===== src/core/cgc_pkg.sv =====
// shared constants, field layouts and carrier types of the clock generator control block
package cgc_pkg;

    // ************************************************************
    // register map (byte addresses, 32-bit aligned words)
    // ************************************************************
    localparam logic [7:0] OFS_OSC_CTRL = 8'h00;   // oscillator_ctrl_reg
    localparam logic [7:0] OFS_FREQ     = 8'h04;   // freq_measure_reg, read only
    localparam logic [7:0] OFS_PLL_CFG  = 8'h08;   // pll_config_reg
    localparam logic [7:0] OFS_STATUS   = 8'h0c;   // power_status_reg, read only
    localparam logic [7:0] OFS_IRQ_MASK = 8'h10;   // power_irq_mask

    // ************************************************************
    // field positions and widths
    // ************************************************************
    localparam int OSC_EN_BIT   = 0;
    localparam int BYPASS_BIT   = 1;
    localparam int CLK_SEL_BIT  = 2;
    localparam int STARTUP_LSB  = 8;
    localparam int STARTUP_W    = 8;
    localparam int FREQ_W       = 16;
    localparam int FREQ_DONE_BIT = 16;
    localparam int DIV_LSB      = 0;
    localparam int DIV_W        = 8;
    localparam int SETTLE_LSB   = 8;
    localparam int SETTLE_W     = 6;
    localparam int GAIN_LSB     = 16;
    localparam int GAIN_W       = 11;
    localparam int STABLE_BIT   = 0;
    localparam int LOCK_BIT     = 1;

    // ************************************************************
    // timing counts, in low-speed clock edges
    // ************************************************************
    localparam logic [2:0] PRE_LAST  = 3'h7;     // start-up counter runs on slow clock / 8
    localparam logic [3:0] LAST_FALL = 4'hf;     // 16th falling edge ends a measurement

    localparam logic [1:0] RESP_OKAY   = 2'b00;
    localparam logic [1:0] RESP_SLVERR = 2'b10;

    // ************************************************************
    // carrier types
    // ************************************************************
    typedef struct packed {
        logic        awvalid;
        logic [7:0]  awaddr;
        logic        wvalid;
        logic [31:0] wdata;
        logic [3:0]  wstrb;
        logic        bready;
        logic        arvalid;
        logic [7:0]  araddr;
        logic        rready;
    } cgc_axi_req_t;

    typedef struct packed {
        logic        awready;
        logic        wready;
        logic        bvalid;
        logic [1:0]  bresp;
        logic        arready;
        logic        rvalid;
        logic [31:0] rdata;
        logic [1:0]  rresp;
    } cgc_axi_rsp_t;

    typedef enum logic [1:0] {
        F_IDLE,
        F_WAIT,
        F_COUNT,
        F_DONE
    } cgc_freq_st_t;

    typedef struct packed {
        logic                 aw_have;
        logic [7:0]           aw_addr;
        logic                 w_have;
        logic [31:0]          w_data;
        logic [3:0]           w_strb;
        logic                 bvalid;
        logic [1:0]           bresp;
        logic                 rvalid;
        logic [31:0]          rdata;
        logic [1:0]           rresp;
        logic                 osc_en;
        logic                 bypass;
        logic                 clk_sel;
        logic [STARTUP_W-1:0] startup;
        logic [STARTUP_W-1:0] osc_cnt;
        logic                 osc_run;
        logic [2:0]           pre;
        logic                 stable;
        logic [DIV_W-1:0]     div;
        logic [SETTLE_W-1:0]  settle;
        logic [GAIN_W-1:0]    gain;
        logic [SETTLE_W-1:0]  pll_cnt;
        logic                 pll_run;
        logic                 pll_on;
        logic                 lock;
        logic                 mask_stable;
        logic                 mask_lock;
        logic                 irq;
        logic                 slow_prev;
        logic                 xtal_prev;
        cgc_freq_st_t         fst;
        logic [3:0]           nfall;
        logic [FREQ_W-1:0]    fcount;
        logic                 fdone;
    } cgc_state_t;

    typedef struct packed {
        logic [DIV_W-1:0] cnt;
        logic             out;
    } cgc_div_state_t;

    localparam cgc_state_t     CGC_STATE_RST = '0;
    localparam cgc_div_state_t CGC_DIV_RST   = '0;

endpackage


===== src/core/cgc_divider.sv =====
// programmable input divider feeding the multiplying loop
`timescale 1ns/1ps
module cgc_divider
    import cgc_pkg::*;
(
    input  wire logic             ref_clk,
    input  wire logic             sys_rst,
    input  wire logic             clk_en,
    input  wire logic             src_level,
    input  wire logic             src_rise,
    input  wire logic [DIV_W-1:0] div_ratio,
    output logic                  div_out
);

    cgc_div_state_t   q;
    cgc_div_state_t   d;
    logic [DIV_W-1:0] half;

    // ************************************************************
    // divide by div_ratio, high for the first half of each period, rounded up for odd ratios
    // ************************************************************
    always_comb begin
        d    = q;
        half = (div_ratio >> 1) + {7'h00, div_ratio[0]};
        if (div_ratio == 8'h00) begin
            d.cnt = 8'h00;
            d.out = 1'b0;
        end else if (div_ratio == 8'h01) begin
            d.cnt = 8'h00;
            d.out = src_level;
        end else if (src_rise) begin
            d.cnt = (q.cnt >= div_ratio - 8'h01) ? 8'h00 : q.cnt + 8'h01;
            d.out = d.cnt < half;
        end
    end

    always_ff @(posedge ref_clk or posedge sys_rst) begin
        if (sys_rst) begin
            q <= CGC_DIV_RST;
        end else if (clk_en) begin
            q <= d;
        end
    end

    assign div_out = q.out;

endmodule // cgc_divider


===== src/core/cgc_top.sv =====
// clock generator control: oscillator start-up, frequency meter, loop sequencing, AXI4-Lite
`timescale 1ns/1ps
module cgc_top
    import cgc_pkg::*;
(
    input  wire logic          ref_clk,
    input  wire logic          sys_rst,
    input  wire logic          clk_en,
    input  wire cgc_axi_req_t  axi_req,
    output cgc_axi_rsp_t       axi_rsp,
    input  wire logic          low_speed_clock,
    input  wire logic          crystal_clock,
    input  wire logic          multiplied_clock,
    output logic               xtal_osc_enable,
    output logic               xtal_bypass,
    output logic               pll_enable,
    output logic [GAIN_W-1:0]  pll_gain_factor,
    output logic               pll_ref_clock,
    output logic               pll_out_clock,
    output logic               active_clock,
    output logic               power_irq
);

    cgc_state_t  q;
    cgc_state_t  d;
    logic        slow_rise;
    logic        slow_fall;
    logic        xtal_rise;
    logic        aw_ready;
    logic        w_ready;
    logic        ar_ready;
    logic        do_wr;
    logic        wr_osc;
    logic        wr_pll;
    logic        wr_mask;
    logic        pll_change;
    logic        div_out;
    logic [31:0] osc_view;
    logic [31:0] pll_view;
    logic [31:0] freq_view;
    logic [31:0] stat_view;
    logic [31:0] mask_view;
    logic [31:0] wm_osc;
    logic [31:0] wm_pll;
    logic [31:0] wm_mask;

    function automatic logic [31:0] wmerge(input logic [31:0] old_v,
                                           input logic [31:0] new_v,
                                           input logic [3:0]  be);
        logic [31:0] r;
        r = old_v;
        for (int i = 0; i < 4; i++) begin
            if (be[i]) begin
                r[i*8 +: 8] = new_v[i*8 +: 8];
            end
        end
        return r;
    endfunction

    // ************************************************************
    // register views and write decode
    // ************************************************************
    assign osc_view  = {16'h0000, q.startup, 5'h00, q.clk_sel, q.bypass, q.osc_en};
    assign pll_view  = {5'h00, q.gain, 2'h0, q.settle, q.div};
    assign freq_view = {15'h0000, q.fdone, q.fcount};
    assign stat_view = {30'h00000000, q.lock, q.stable};
    assign mask_view = {30'h00000000, q.mask_lock, q.mask_stable};
    assign wm_osc    = wmerge(osc_view, q.w_data, q.w_strb);
    assign wm_pll    = wmerge(pll_view, q.w_data, q.w_strb);
    assign wm_mask   = wmerge(mask_view, q.w_data, q.w_strb);

    // both halves of a write are held before it acts, so aw and w may come in any order
    assign do_wr   = q.aw_have && q.w_have && !q.bvalid;
    assign wr_osc  = do_wr && (q.aw_addr == OFS_OSC_CTRL);
    assign wr_pll  = do_wr && (q.aw_addr == OFS_PLL_CFG);
    assign wr_mask = do_wr && (q.aw_addr == OFS_IRQ_MASK);
    assign pll_change = !q.pll_on || (wm_pll[DIV_LSB +: DIV_W] != q.div)
                      || (wm_pll[SETTLE_LSB +: SETTLE_W] != q.settle)
                      || (wm_pll[GAIN_LSB +: GAIN_W] != q.gain);

    // slow and crystal clocks arrive synchronous; crystal above half ref_clk will alias
    assign slow_rise = low_speed_clock && !q.slow_prev;
    assign slow_fall = !low_speed_clock && q.slow_prev;
    assign xtal_rise = crystal_clock && !q.xtal_prev;

    // a frozen block must not accept transfers it cannot register
    assign aw_ready = clk_en && !q.aw_have && !q.bvalid;
    assign w_ready  = clk_en && !q.w_have && !q.bvalid;
    assign ar_ready = clk_en && !q.rvalid;

    // ************************************************************
    // next state
    // ************************************************************
    always_comb begin
        d = q;
        d.slow_prev = low_speed_clock;
        d.xtal_prev = crystal_clock;

        // oscillator start-up countdown on slow clock / 8
        if (q.osc_run && slow_rise) begin
            d.pre = q.pre + 3'h1;
            if (q.pre == PRE_LAST) begin
                if (q.osc_cnt <= 8'h01) begin
                    d.stable  = 1'b1;
                    d.osc_run = 1'b0;
                end else begin
                    d.osc_cnt = q.osc_cnt - 8'h01;
                end
            end
        end

        // frequency meter
        if (!q.stable) begin
            d.fst   = F_IDLE;
            d.fdone = 1'b0;
        end else begin
            case (q.fst)
                F_IDLE: begin
                    d.fst = F_WAIT;
                end
                F_WAIT: begin
                    if (slow_rise) begin
                        d.fst    = F_COUNT;
                        d.fcount = '0;
                        d.nfall  = 4'h0;
                    end
                end
                F_COUNT: begin
                    if (xtal_rise) begin
                        d.fcount = q.fcount + 16'h0001;
                    end
                    if (slow_fall) begin
                        if (q.nfall == LAST_FALL) begin
                            d.fst   = F_DONE;
                            d.fdone = 1'b1;
                        end else begin
                            d.nfall = q.nfall + 4'h1;
                        end
                    end
                end
                F_DONE: begin
                    d.fst = F_DONE;
                end
                default: begin
                    d.fst = F_IDLE;
                end
            endcase
        end

        // loop settle counter on slow clock
        if (q.pll_run && slow_rise) begin
            if (q.pll_cnt <= 6'h01) begin
                d.lock    = 1'b1;
                d.pll_run = 1'b0;
            end else begin
                d.pll_cnt = q.pll_cnt - 6'h01;
            end
        end

        // bus: address and data capture, response retire
        if (axi_req.awvalid && aw_ready) begin
            d.aw_have = 1'b1;
            d.aw_addr = axi_req.awaddr;
        end
        if (axi_req.wvalid && w_ready) begin
            d.w_have = 1'b1;
            d.w_data = axi_req.wdata;
            d.w_strb = axi_req.wstrb;
        end
        if (q.bvalid && axi_req.bready) begin
            d.bvalid = 1'b0;
        end
        if (q.rvalid && axi_req.rready) begin
            d.rvalid = 1'b0;
        end

        // an oscillator control write, or a loop config write that changes it, restarts and overrides the counters above; one that zeroes the gain stops the loop
        if (do_wr) begin
            d.aw_have = 1'b0;
            d.w_have  = 1'b0;
            d.bvalid  = 1'b1;
            d.bresp   = RESP_OKAY;
            case (q.aw_addr)
                OFS_OSC_CTRL: begin
                    d.osc_en  = wm_osc[OSC_EN_BIT];
                    d.bypass  = wm_osc[BYPASS_BIT];
                    d.clk_sel = wm_osc[CLK_SEL_BIT];
                    d.startup = wm_osc[STARTUP_LSB +: STARTUP_W];
                    d.stable  = 1'b0;
                    d.osc_run = wm_osc[OSC_EN_BIT];
                    d.osc_cnt = wm_osc[STARTUP_LSB +: STARTUP_W];
                    d.pre     = 3'h0;
                end
                OFS_PLL_CFG: begin
                    d.div    = wm_pll[DIV_LSB +: DIV_W];
                    d.settle = wm_pll[SETTLE_LSB +: SETTLE_W];
                    d.gain   = wm_pll[GAIN_LSB +: GAIN_W];
                    if (wm_pll[GAIN_LSB +: GAIN_W] == 11'h000) begin
                        d.pll_on  = 1'b0;
                        d.pll_run = 1'b0;
                        d.lock    = 1'b0;
                    end else if (pll_change) begin
                        d.pll_on  = 1'b1;
                        d.pll_run = 1'b1;
                        d.lock    = 1'b0;
                        d.pll_cnt = wm_pll[SETTLE_LSB +: SETTLE_W];
                    end
                end
                OFS_IRQ_MASK: begin
                    d.mask_stable = wm_mask[STABLE_BIT];
                    d.mask_lock   = wm_mask[LOCK_BIT];
                end
                OFS_FREQ, OFS_STATUS: begin
                    d.bresp = RESP_OKAY;
                end
                default: begin
                    d.bresp = RESP_SLVERR;
                end
            endcase
        end

        if (axi_req.arvalid && ar_ready) begin
            d.rvalid = 1'b1;
            d.rresp  = RESP_OKAY;
            case (axi_req.araddr)
                OFS_OSC_CTRL: d.rdata = osc_view;
                OFS_FREQ:     d.rdata = freq_view;
                OFS_PLL_CFG:  d.rdata = pll_view;
                OFS_STATUS:   d.rdata = stat_view;
                OFS_IRQ_MASK: d.rdata = mask_view;
                default: begin
                    d.rdata = 32'h00000000;
                    d.rresp = RESP_SLVERR;
                end
            endcase
        end

        d.irq = (d.stable && d.mask_stable) || (d.lock && d.mask_lock);
    end

    always_ff @(posedge ref_clk or posedge sys_rst) begin
        if (sys_rst) begin
            q <= CGC_STATE_RST;
        end else if (clk_en) begin
            q <= d;
        end
    end

    // ************************************************************
    // loop divider and outputs
    // ************************************************************
    cgc_divider u_div (
        .ref_clk   (ref_clk),
        .sys_rst   (sys_rst),
        .clk_en    (clk_en),
        .src_level (crystal_clock),
        .src_rise  (xtal_rise),
        .div_ratio (q.div),
        .div_out   (div_out)
    );

    // gating with the ratio itself keeps both clocks low the cycle a zero lands
    assign pll_ref_clock   = div_out && (q.div != 8'h00);
    assign pll_out_clock   = multiplied_clock && (q.div != 8'h00) && q.pll_on;
    assign pll_gain_factor = q.gain;
    assign pll_enable      = q.pll_on;
    // combinational select: glitch-free switching is left to the clock tree
    assign active_clock    = (q.clk_sel && q.stable) ? crystal_clock : low_speed_clock;
    assign xtal_osc_enable = q.osc_en;
    assign xtal_bypass     = q.bypass;
    assign power_irq       = q.irq;

    assign axi_rsp.awready = aw_ready;
    assign axi_rsp.wready  = w_ready;
    assign axi_rsp.bvalid  = q.bvalid;
    assign axi_rsp.bresp   = q.bresp;
    assign axi_rsp.arready = ar_ready;
    assign axi_rsp.rvalid  = q.rvalid;
    assign axi_rsp.rdata   = q.rdata;
    assign axi_rsp.rresp   = q.rresp;
endmodule // cgc_top


===== config.mk =====
export PLATFORM = sky130hd
export DESIGN_NAME = cgc_top
export DESIGN_NICKNAME = d
export VERILOG_FILES = /design/src/core/cgc_pkg.sv /design/src/core/cgc_divider.sv /design/src/core/cgc_top.sv
export SDC_FILE = /design/constraint.sdc
export NUM_CORES = 1
export LEC_CHECK = 0
export ABC_AREA = 1
export BUFFER_PORTS_ARGS = -buffer_cell sky130_fd_sc_hd__buf_2
export CAP_MARGIN = 20
export CORE_MARGIN = 2
export CORE_UTILIZATION = 35
export CTS_BUF_LIST = sky130_fd_sc_hd__clkbuf_16
export DETAILED_ROUTE_END_ITERATION = 16
export SYNTH_ARGS = -nofsm -noshare
export SYNTH_HDL_FRONTEND = slang
export SYNTH_SLANG_ARGS = --single-unit

===== constraint.sdc =====
create_clock -name ref_clk -period 9.17 [get_ports ref_clk]
set_clock_uncertainty 0.1 [all_clocks]
set_input_delay 0.917 -clock ref_clk [delete_from_list [all_inputs] [get_ports ref_clk]]
set_output_delay 0.917 -clock ref_clk [all_outputs]
set_load 0.02 [all_outputs]

==> flow_metrics.py, run 1 <==
metrics = {
    "worst_setup_path": {
        "r2r_end": "u_div.div_out",
        "r2r_slack_ns": 5.37,
        "arrival_ns": 4.07,
        "rr_worst_depth": 20,
        "r2r-start": "pll_view[0]",
        "crit_start": "pll_view[0]",
        "crit_path_end": "u_div.div_out",
        "start_kind": "register",
        "worst-path-max-fanout": 8,
        "end_kind": "register",
        "path_class": "register to register",
        "crit_required_ns": 9.44,
    },
    "global_routing": {
        "grtUsageMet1_pct": 25.25,
        "use_met2_pct": 29.14,
        "grt_pass1_wl_um": 40990,
        "grt_use_met3_pct": 3.521,
        "track_usage_pct": 18.18,
        "grt_antenna_before_repair": 1,
        "grt_busiest_layer": "met2",
        "overflow": 0,
        "grt_max_degree": 91,
        "grt_pass1_vias": 7607,
    },
    "timing": {
        "rsz0062_at_grt": "false",
        "period_minus_slack_ns": 3.803,
        "setup_tns_ns": 0,
        "period_share_pct": 41.47,
        "hold_viol": 0,
        "slew_headroom_pct": 26.59,
        "worst_slack_ns": 5.367,
        "setup_viol": 0,
        "slew_violations": 0,
        "tightest_slew_ns": 1.098,
        "max_clock_freq_mhz": 263.0,
    },
    "finish": {
        "area_growth_pct": 11.80,
        "drive_gt1_share_pct": 13.41,
        "final-seq-area_um2": 4179,
        "multi_input_area_um2": 4304,
        "fill_cells": 2784,
        "fin_nets": 1399,
    },
    "clock_network": {
        "cts_tree": "yes",
        "cts_resized": 0,
        "path_clk_slew_ns": 0.07,
        "postCtsSetupRepairBufs": 0,
        "cts_hold_buf": 0,
        "clk_latency_ns": 0.43,
        "htreeDepth": 4,
        "cts_buffers": 17,
        "clock-root-buffer": "clkbuf_16",
        "cts_buffer_depth": 2,
        "clock-sinks": 167,
    },
    "power": {
        "leakage_nw": 5.530,
        "power-per-cell-area_nw_per_um2": 288.9,
        "vdd_drop_max_v": 0.0001498,
    },
    "synthesis": {
        "seq_area_frac_synth_pct": 43.54,
        "synth-edff-count": 0,
        "synth_top_area_share_pct": 43.54,
        "ys_warn_count": 0,
        "synth_seq_cells": 167,
        "synthArstFlopShare_pct": 100.0,
        "yosys.area.top_type": "dfrtp_1",
        "syn-instance-count": 1257,
        "synthTopCellsByArea": "dfrtp_1, nand2_1, o21ai_0, inv_1, buf_4",
        "syn-cell-area_um2": 9598,
        "synth-main-ff-cell": "dfrtp_1",
        "synth_area_per_cell_um2": 7.636,
        "synth_cell_types": 53,
    },
    "routing": {
        "wire_per_inst_um": 15.45,
        "ant_nets": 0,
        "drcViolationCount": 0,
        "num_vias": 8253,
        "viasPerCell": 4.966,
        "drtPass1Iterations": 8,
        "drtIter0Drc": 525,
        "routed_wirelength_um": 25680,
    },
    "run_status": {
        "outcome": "finished clean",
    },
    "floorplan": {
        "core_um2": 26950,
        "num_rows": 60,
        "die_h_um": 169.6,
        "die_w_um": 169.6,
        "start_util_pct": 35.61,
        "pin_count": 122,
        "die_area_um2": 28760,
    },
    "placement": {
        "routabilityCongestion": 0.8514,
        "port_buffers": 109,
        "dp_hpwl_um": 18920,
        "preCtsSetupSlack_ns": 5.319,
    },
    "job": {
        "cap_violations": 0,
    },
    "hold_path": {
        "hold_class": "register to register",
    },
}
-- metrics by stage --
| step | hold slack [ns] | instances | area, um2 | power [mW] | util [%] |
|---|---|---|---|---|---|
| after CTS | 0.3812 | 1659 | 10680 | 3.119 | 39.63 |
| after detailed placement | 0.3619 | 1627 | 10070 | 2.347 | 37.36 |
| after floorplan | 0.3487 | 1263 | 9620 | 2.072 | - |
| after global routing | 0.3977 | 1662 | 10730 | 3.358 | 39.81 |
| final | 0.3772 | 1662 | 10730 | 3.100 | 39.81 |
| after global placement | 0.3624 | 1627 | 10070 | 2.319 | 37.36 |
-- logic make-up (layout without fill, tap and decap cells) --
kind of cell	after synthesis	count (layout)	synth area share (%)
buf+inv	243	300	11.94
flops	167	167	43.54
fa+ha+maj	29	29	3.780
xor+xnor	22	22	2.008
compound gates	233	233	13.92
mux	1	1	0.1043
other cells	1	8	0.03907
simple gates	561	561	24.66
-- metal layers --
metal | vias to the layer above | wire length, um
met5 | - | 0
met4 | 0 | 396
met3 | 22 | 1236
met2 | 214 | 11950
met1 | 3873 | 12090
li1 | 4144 | -
-- report_power, final --
group          switching (mW)  internal (mW)
Clock                   0.328          0.435
Combinational           0.722          0.407
Sequential              0.246          0.962
-- how the worst min path moves through the flow --
| stage | to | from | cells after the start | slack [ns] |
|---|---|---|---|---|
| after floorplan | q[151] | q[151] | 2 | 0.35 |
| after global routing | axi_rsp[6] | axi_rsp[6] | 2 | 0.40 |
| after global placement | axi_rsp[24] | axi_rsp[24] | 2 | 0.36 |
| after CTS | axi_rsp[6] | axi_rsp[6] | 2 | 0.38 |
| final | axi_rsp[6] | axi_rsp[6] | 2 | 0.38 |
| after detailed placement | axi_rsp[6] | axi_rsp[6] | 2 | 0.36 |
-- cell usage in the layout (no fill, tap or decap), drive strengths merged, types with 29 or more instances in the layout --
cell type,n
a21oi,33
buf,116
dfrtp,167
ha,29
inv,158
nand2,357
nand3,65
nor2,80
nor3,32
o21ai,131
-- cells in the mapped netlist, drive strengths merged, types with 19 or more instances --
cell type and instances:
nand2 357, dfrtp 167, inv 151, o21ai 131
nor2 80, buf 70, nand3 65, a21oi 33
nor3 32, ha 29, o22ai 22, clkbuf 21
nand4 19
-- worst max-delay path, stage by stage (launching register included) --
cell and delay, ns:
dfrtp_1 0.44, inv_1 0.26, ha_1 0.24, nand2_1 0.10
nor3_1 0.21, xor2_1 0.18, inv_1 0.06, ha_1 0.26
nand2_1 0.07, nor2_1 0.05, nor2_1 0.15, nand2_1 0.17
nor3_1 0.32, ha_1 0.30, a21oi_1 0.13, nor3_1 0.06
a2111oi_0 0.35, nand2_1 0.13, nand2_1 0.08, nand2_1 0.05
nand2_1 0.05
-- layout make-up --
type | instances | area share [%]
diodes | 1 | 0.02332
flip-flops and latches | 167 | 38.95
clock buffers | 17 | 3.965
clock inverters | 15 | 1.737
multi-input cells | 853 | 40.11
inverters | 152 | 5.364
repair buffers | 116 | 5.877
well taps | 341 | 3.976
-- sequential cells by signal, indices dropped and copies added (netlist names) --
signal / cells
q: 70
axi_rsp: 31
freq_view: 17
pll_view: 14
pll_gain_factor: 11
osc_view: 9
u_div.q: 8
mask_view: 2
pll_enable: 1
power_irq: 1
u_div.div_out: 1
xtal_bypass: 1
xtal_osc_enable: 1
No activity file was read; power rests on OpenSTA's default activity.
==> inputs of run 2 (changes only) <==
ABC_AREA = 0   (was 1)
clock period = 3.3 ns   (was 9.17 ns; I/O delays follow)
==> run 2 against run 1 <==
Cell count down 19%. Synthesized cell count down 28%. The run now ends with DRC, setup timing left. Global-route usage down 1.1 points. Die area down 2.5%. Largest cell class unchanged.
==> flow_metrics.py, run 2 <==
metrics = {
    "synthesis": {
        "yosys.area_share.simple_pct": 14.76,
        "synth_most_common_cell": "dfrtp_1",
        "seq_area_frac_synth_pct": 44.69,
        "synth_compound_area_share_pct": 11.79,
        "synth_area_per_cell_um2": 10.33,
        "synth-edff-count": 0,
        "synth_xor_xnor_area_share_pct": 5.058,
        "synth_top_area_share_pct": 44.69,
        "synthMuxAreaShare_pct": 12.54,
        "synth-main-ff-cell": "dfrtp_1",
        "synthTopCellsByArea": "dfrtp_1, mux2_2, buf_4, ha_1, nand2_1",
        "synth_seq_cells": 167,
        "syn-cell-area_um2": 9351,
        "syn-instance-count": 905,
        "synth_cell_types": 72,
        "ys_warn_count": 0,
        "synthArstFlopShare_pct": 100.0,
        "yosys.area.top_type": "dfrtp_1",
        "synth_top_family_by_area": "simple AND/OR/NAND/NOR gates",
        "yosys.area_share.adder_pct": 3.880,
        "yosys-top-cells-count": "dfrtp_1, nand2_1, nor2_1",
    },
    "timing": {
        "setup_viol": 1,
        "rsz0062_at_grt": "true",
        "period_share_pct": 113.1,
        "slew_headroom_pct": 46.03,
        "tightest_slew_ns": 0.8079,
        "setup_tns_ns": -0.4314,
        "slew_violations": 0,
        "max_clock_freq_mhz": 268.0,
        "worst_slack_ns": -0.4314,
        "holdWs_ns": 0.01101,
        "period_minus_slack_ns": 3.731,
        "hold_viol": 0,
    },
    "hold_path": {
        "hold_class": "primary input to register",
    },
    "finish": {
        "fill_cells": 2575,
        "largest_reg_flops": 70,
        "area_growth_pct": 15.64,
        "fin_nets": 1089,
        "final-seq-area_um2": 4179,
        "final_common_cell": "dfrtp_1",
        "multi_input_area_um2": 4566,
        "final_cell_mix": "dfrtp_1, buf_2, nand2_1",
        "drive_gt1_share_pct": 28.54,
        "largest_register": "q",
    },
    "worst_setup_path": {
        "start_kind": "register",
        "crit_required_ns": 3.52,
        "worst-path-max-fanout": 10,
        "arrival_ns": 3.95,
        "worstPathCellList": "or4_4, nor4_4, xnor2_1, ha_1, nand4_1, nor2_1, or3_4, buf_4, buf_4, nor2_1, ha_1, nand4_1, or4_1, o21ai_1, a21oi_1",
        "path_class": "register to register",
        "end_kind": "register",
        "slowest_delay_ns": 0.56,
        "crit_family": "simple AND/OR/NAND/NOR gates",
        "path_buf_inv": 2,
        "slowest_stage": "or4_4",
    },
    "routing": {
        "drtIter0Drc": 373,
        "drcViolationCount": 4,
        "num_vias": 6874,
        "routed_wirelength_um": 22990,
        "viasPerCell": 5.111,
        "drtPass1Iterations": 10,
        "ant_nets": 0,
        "wire_per_inst_um": 17.09,
    },
    "clock_network": {
        "htreeDepth": 4,
        "cts_tree": "yes",
        "clk_latency_ns": 0.44,
        "clock-root-buffer": "clkbuf_16",
        "path_clk_slew_ns": 0.07,
        "cts_buffer_depth": 2,
        "cts_buffers": 17,
        "clock-sinks": 167,
    },
    "floorplan": {
        "start_util_pct": 35.78,
        "pin_count": 122,
        "die_h_um": 167.5,
        "core_um2": 26130,
        "die_area_um2": 28040,
        "die_w_um": 167.5,
        "num_rows": 59,
    },
    "global_routing": {
        "grt_antenna_before_repair": 3,
        "overflow": 0,
        "grt_max_degree": 70,
        "track_usage_pct": 17.09,
        "grt_pass1_vias": 6876,
        "grt_pass1_wl_um": 37740,
    },
    "run_status": {
        "violations": "DRC, setup timing",
        "outcome": "finished, violations left",
    },
    "placement": {
        "dp_hpwl_um": 17350,
        "routabilityCongestion": 0.8638,
        "port_buffers": 109,
    },
    "power": {
        "intPower_mw": 4.445,
        "pwr-share-clk_pct": 30.2,
        "seqPwrFrac_pct": 44.0,
        "leakage_nw": 5.101,
        "p_sw_mw": 2.284,
        "p_comb_share_pct": 25.8,
        "vdd_drop_max_v": 0.0003228,
        "total_power_mw": 6.729,
        "power-per-cell-area_nw_per_um2": 622.3,
        "sw_frac_of_total_pct": 33.94,
    },
    "job": {
        "cap_violations": 0,
    },
}
-- run 2: final timing paths --
path	end	from	slack [ns]	depth (start not counted)
max	u_div.div_out	pll_view[2]	-0.43	15
min	q[126]	axi_req[13]	0.01	3
max reg2reg	u_div.div_out	pll_view[2]	-0.43	15
min reg2reg	axi_rsp[9]	axi_rsp[9]	0.37	2
max in group asynchronous	freq_view[13]	sys_rst	1.79	4
min in group asynchronous	axi_rsp[38]	sys_rst	0.47	3
-- run 2: metal layers --
metal | vias up | GRT usage [%] | share of wire (%)
met5 | - | 0 | 0.057
met4 | 2 | 5.671 | 2.0
met3 | 24 | 4.349 | 5.1
met2 | 134 | 26.99 | 47
met1 | 3378 | 23.00 | 46
li1 | 3336 | - | -
-- run 2: metrics by stage --
step	setup slack (ns)	cells	util [%]	instance area, um2
after detailed placement	-0.5268	1308	38.83	10150
final	-0.4314	1345	41.38	10810
after CTS	-0.4477	1344	41.34	10800
after global placement	-0.4064	1308	38.83	10150
after global routing	-0.6128	1345	41.38	10810
after floorplan	-0.5496	911	-	9430
-- run 2: worst reg2reg max path, delay by kind of cell, from the launching register on --
kind / cells / cell delay [ns]
simple gates: 8 / 2.00
compound gates: 2 / 0.23
xor+xnor: 1 / 0.15
buf+inv: 2 / 0.31
fa+ha+maj: 2 / 0.42
flops: 1 / 0.41
-- run 2: kinds of logic after synthesis --
family / after synthesis
DFF: 167
muxes: 99
and+or+nand+nor: 267
adders and majority gates: 29
buffers and inverters: 121
AOI/OAI and AO/OA: 167
xor gates and xnor gates: 54
other: 1
-- run 2: area by class of cell --
cell class                 instances  area share (%)
multi-input combinational        623           42.22
sequential                       167           38.64
antenna                            1         0.02314
inverter                          31           1.111
tap                              335           3.876
clock inverter                    14           1.516
timing repair buffer             157           8.678
clock buffer                      17           3.934
-- run 2: power by group through the flow --
stage	sequential (mW)	clock (mW)	combinational, mW
finish	2.96	2.03	1.74
global route	3.03	2.17	1.93
CTS	2.95	2.09	1.75
detailed placement	2.99	0	1.72
global placement	2.97	0	1.69
floorplan	2.82	0	1.36
-- run 2: what timing repair did --
item / in CTS / in global routing
buffers inserted: 2 / 0
endpoints found under the setup margin: 1 / 1
hold buffers: 3 / 0
resized for setup: 6 / 3
pin swaps: 3 / 3
hold endpoints to repair: 33 / 0
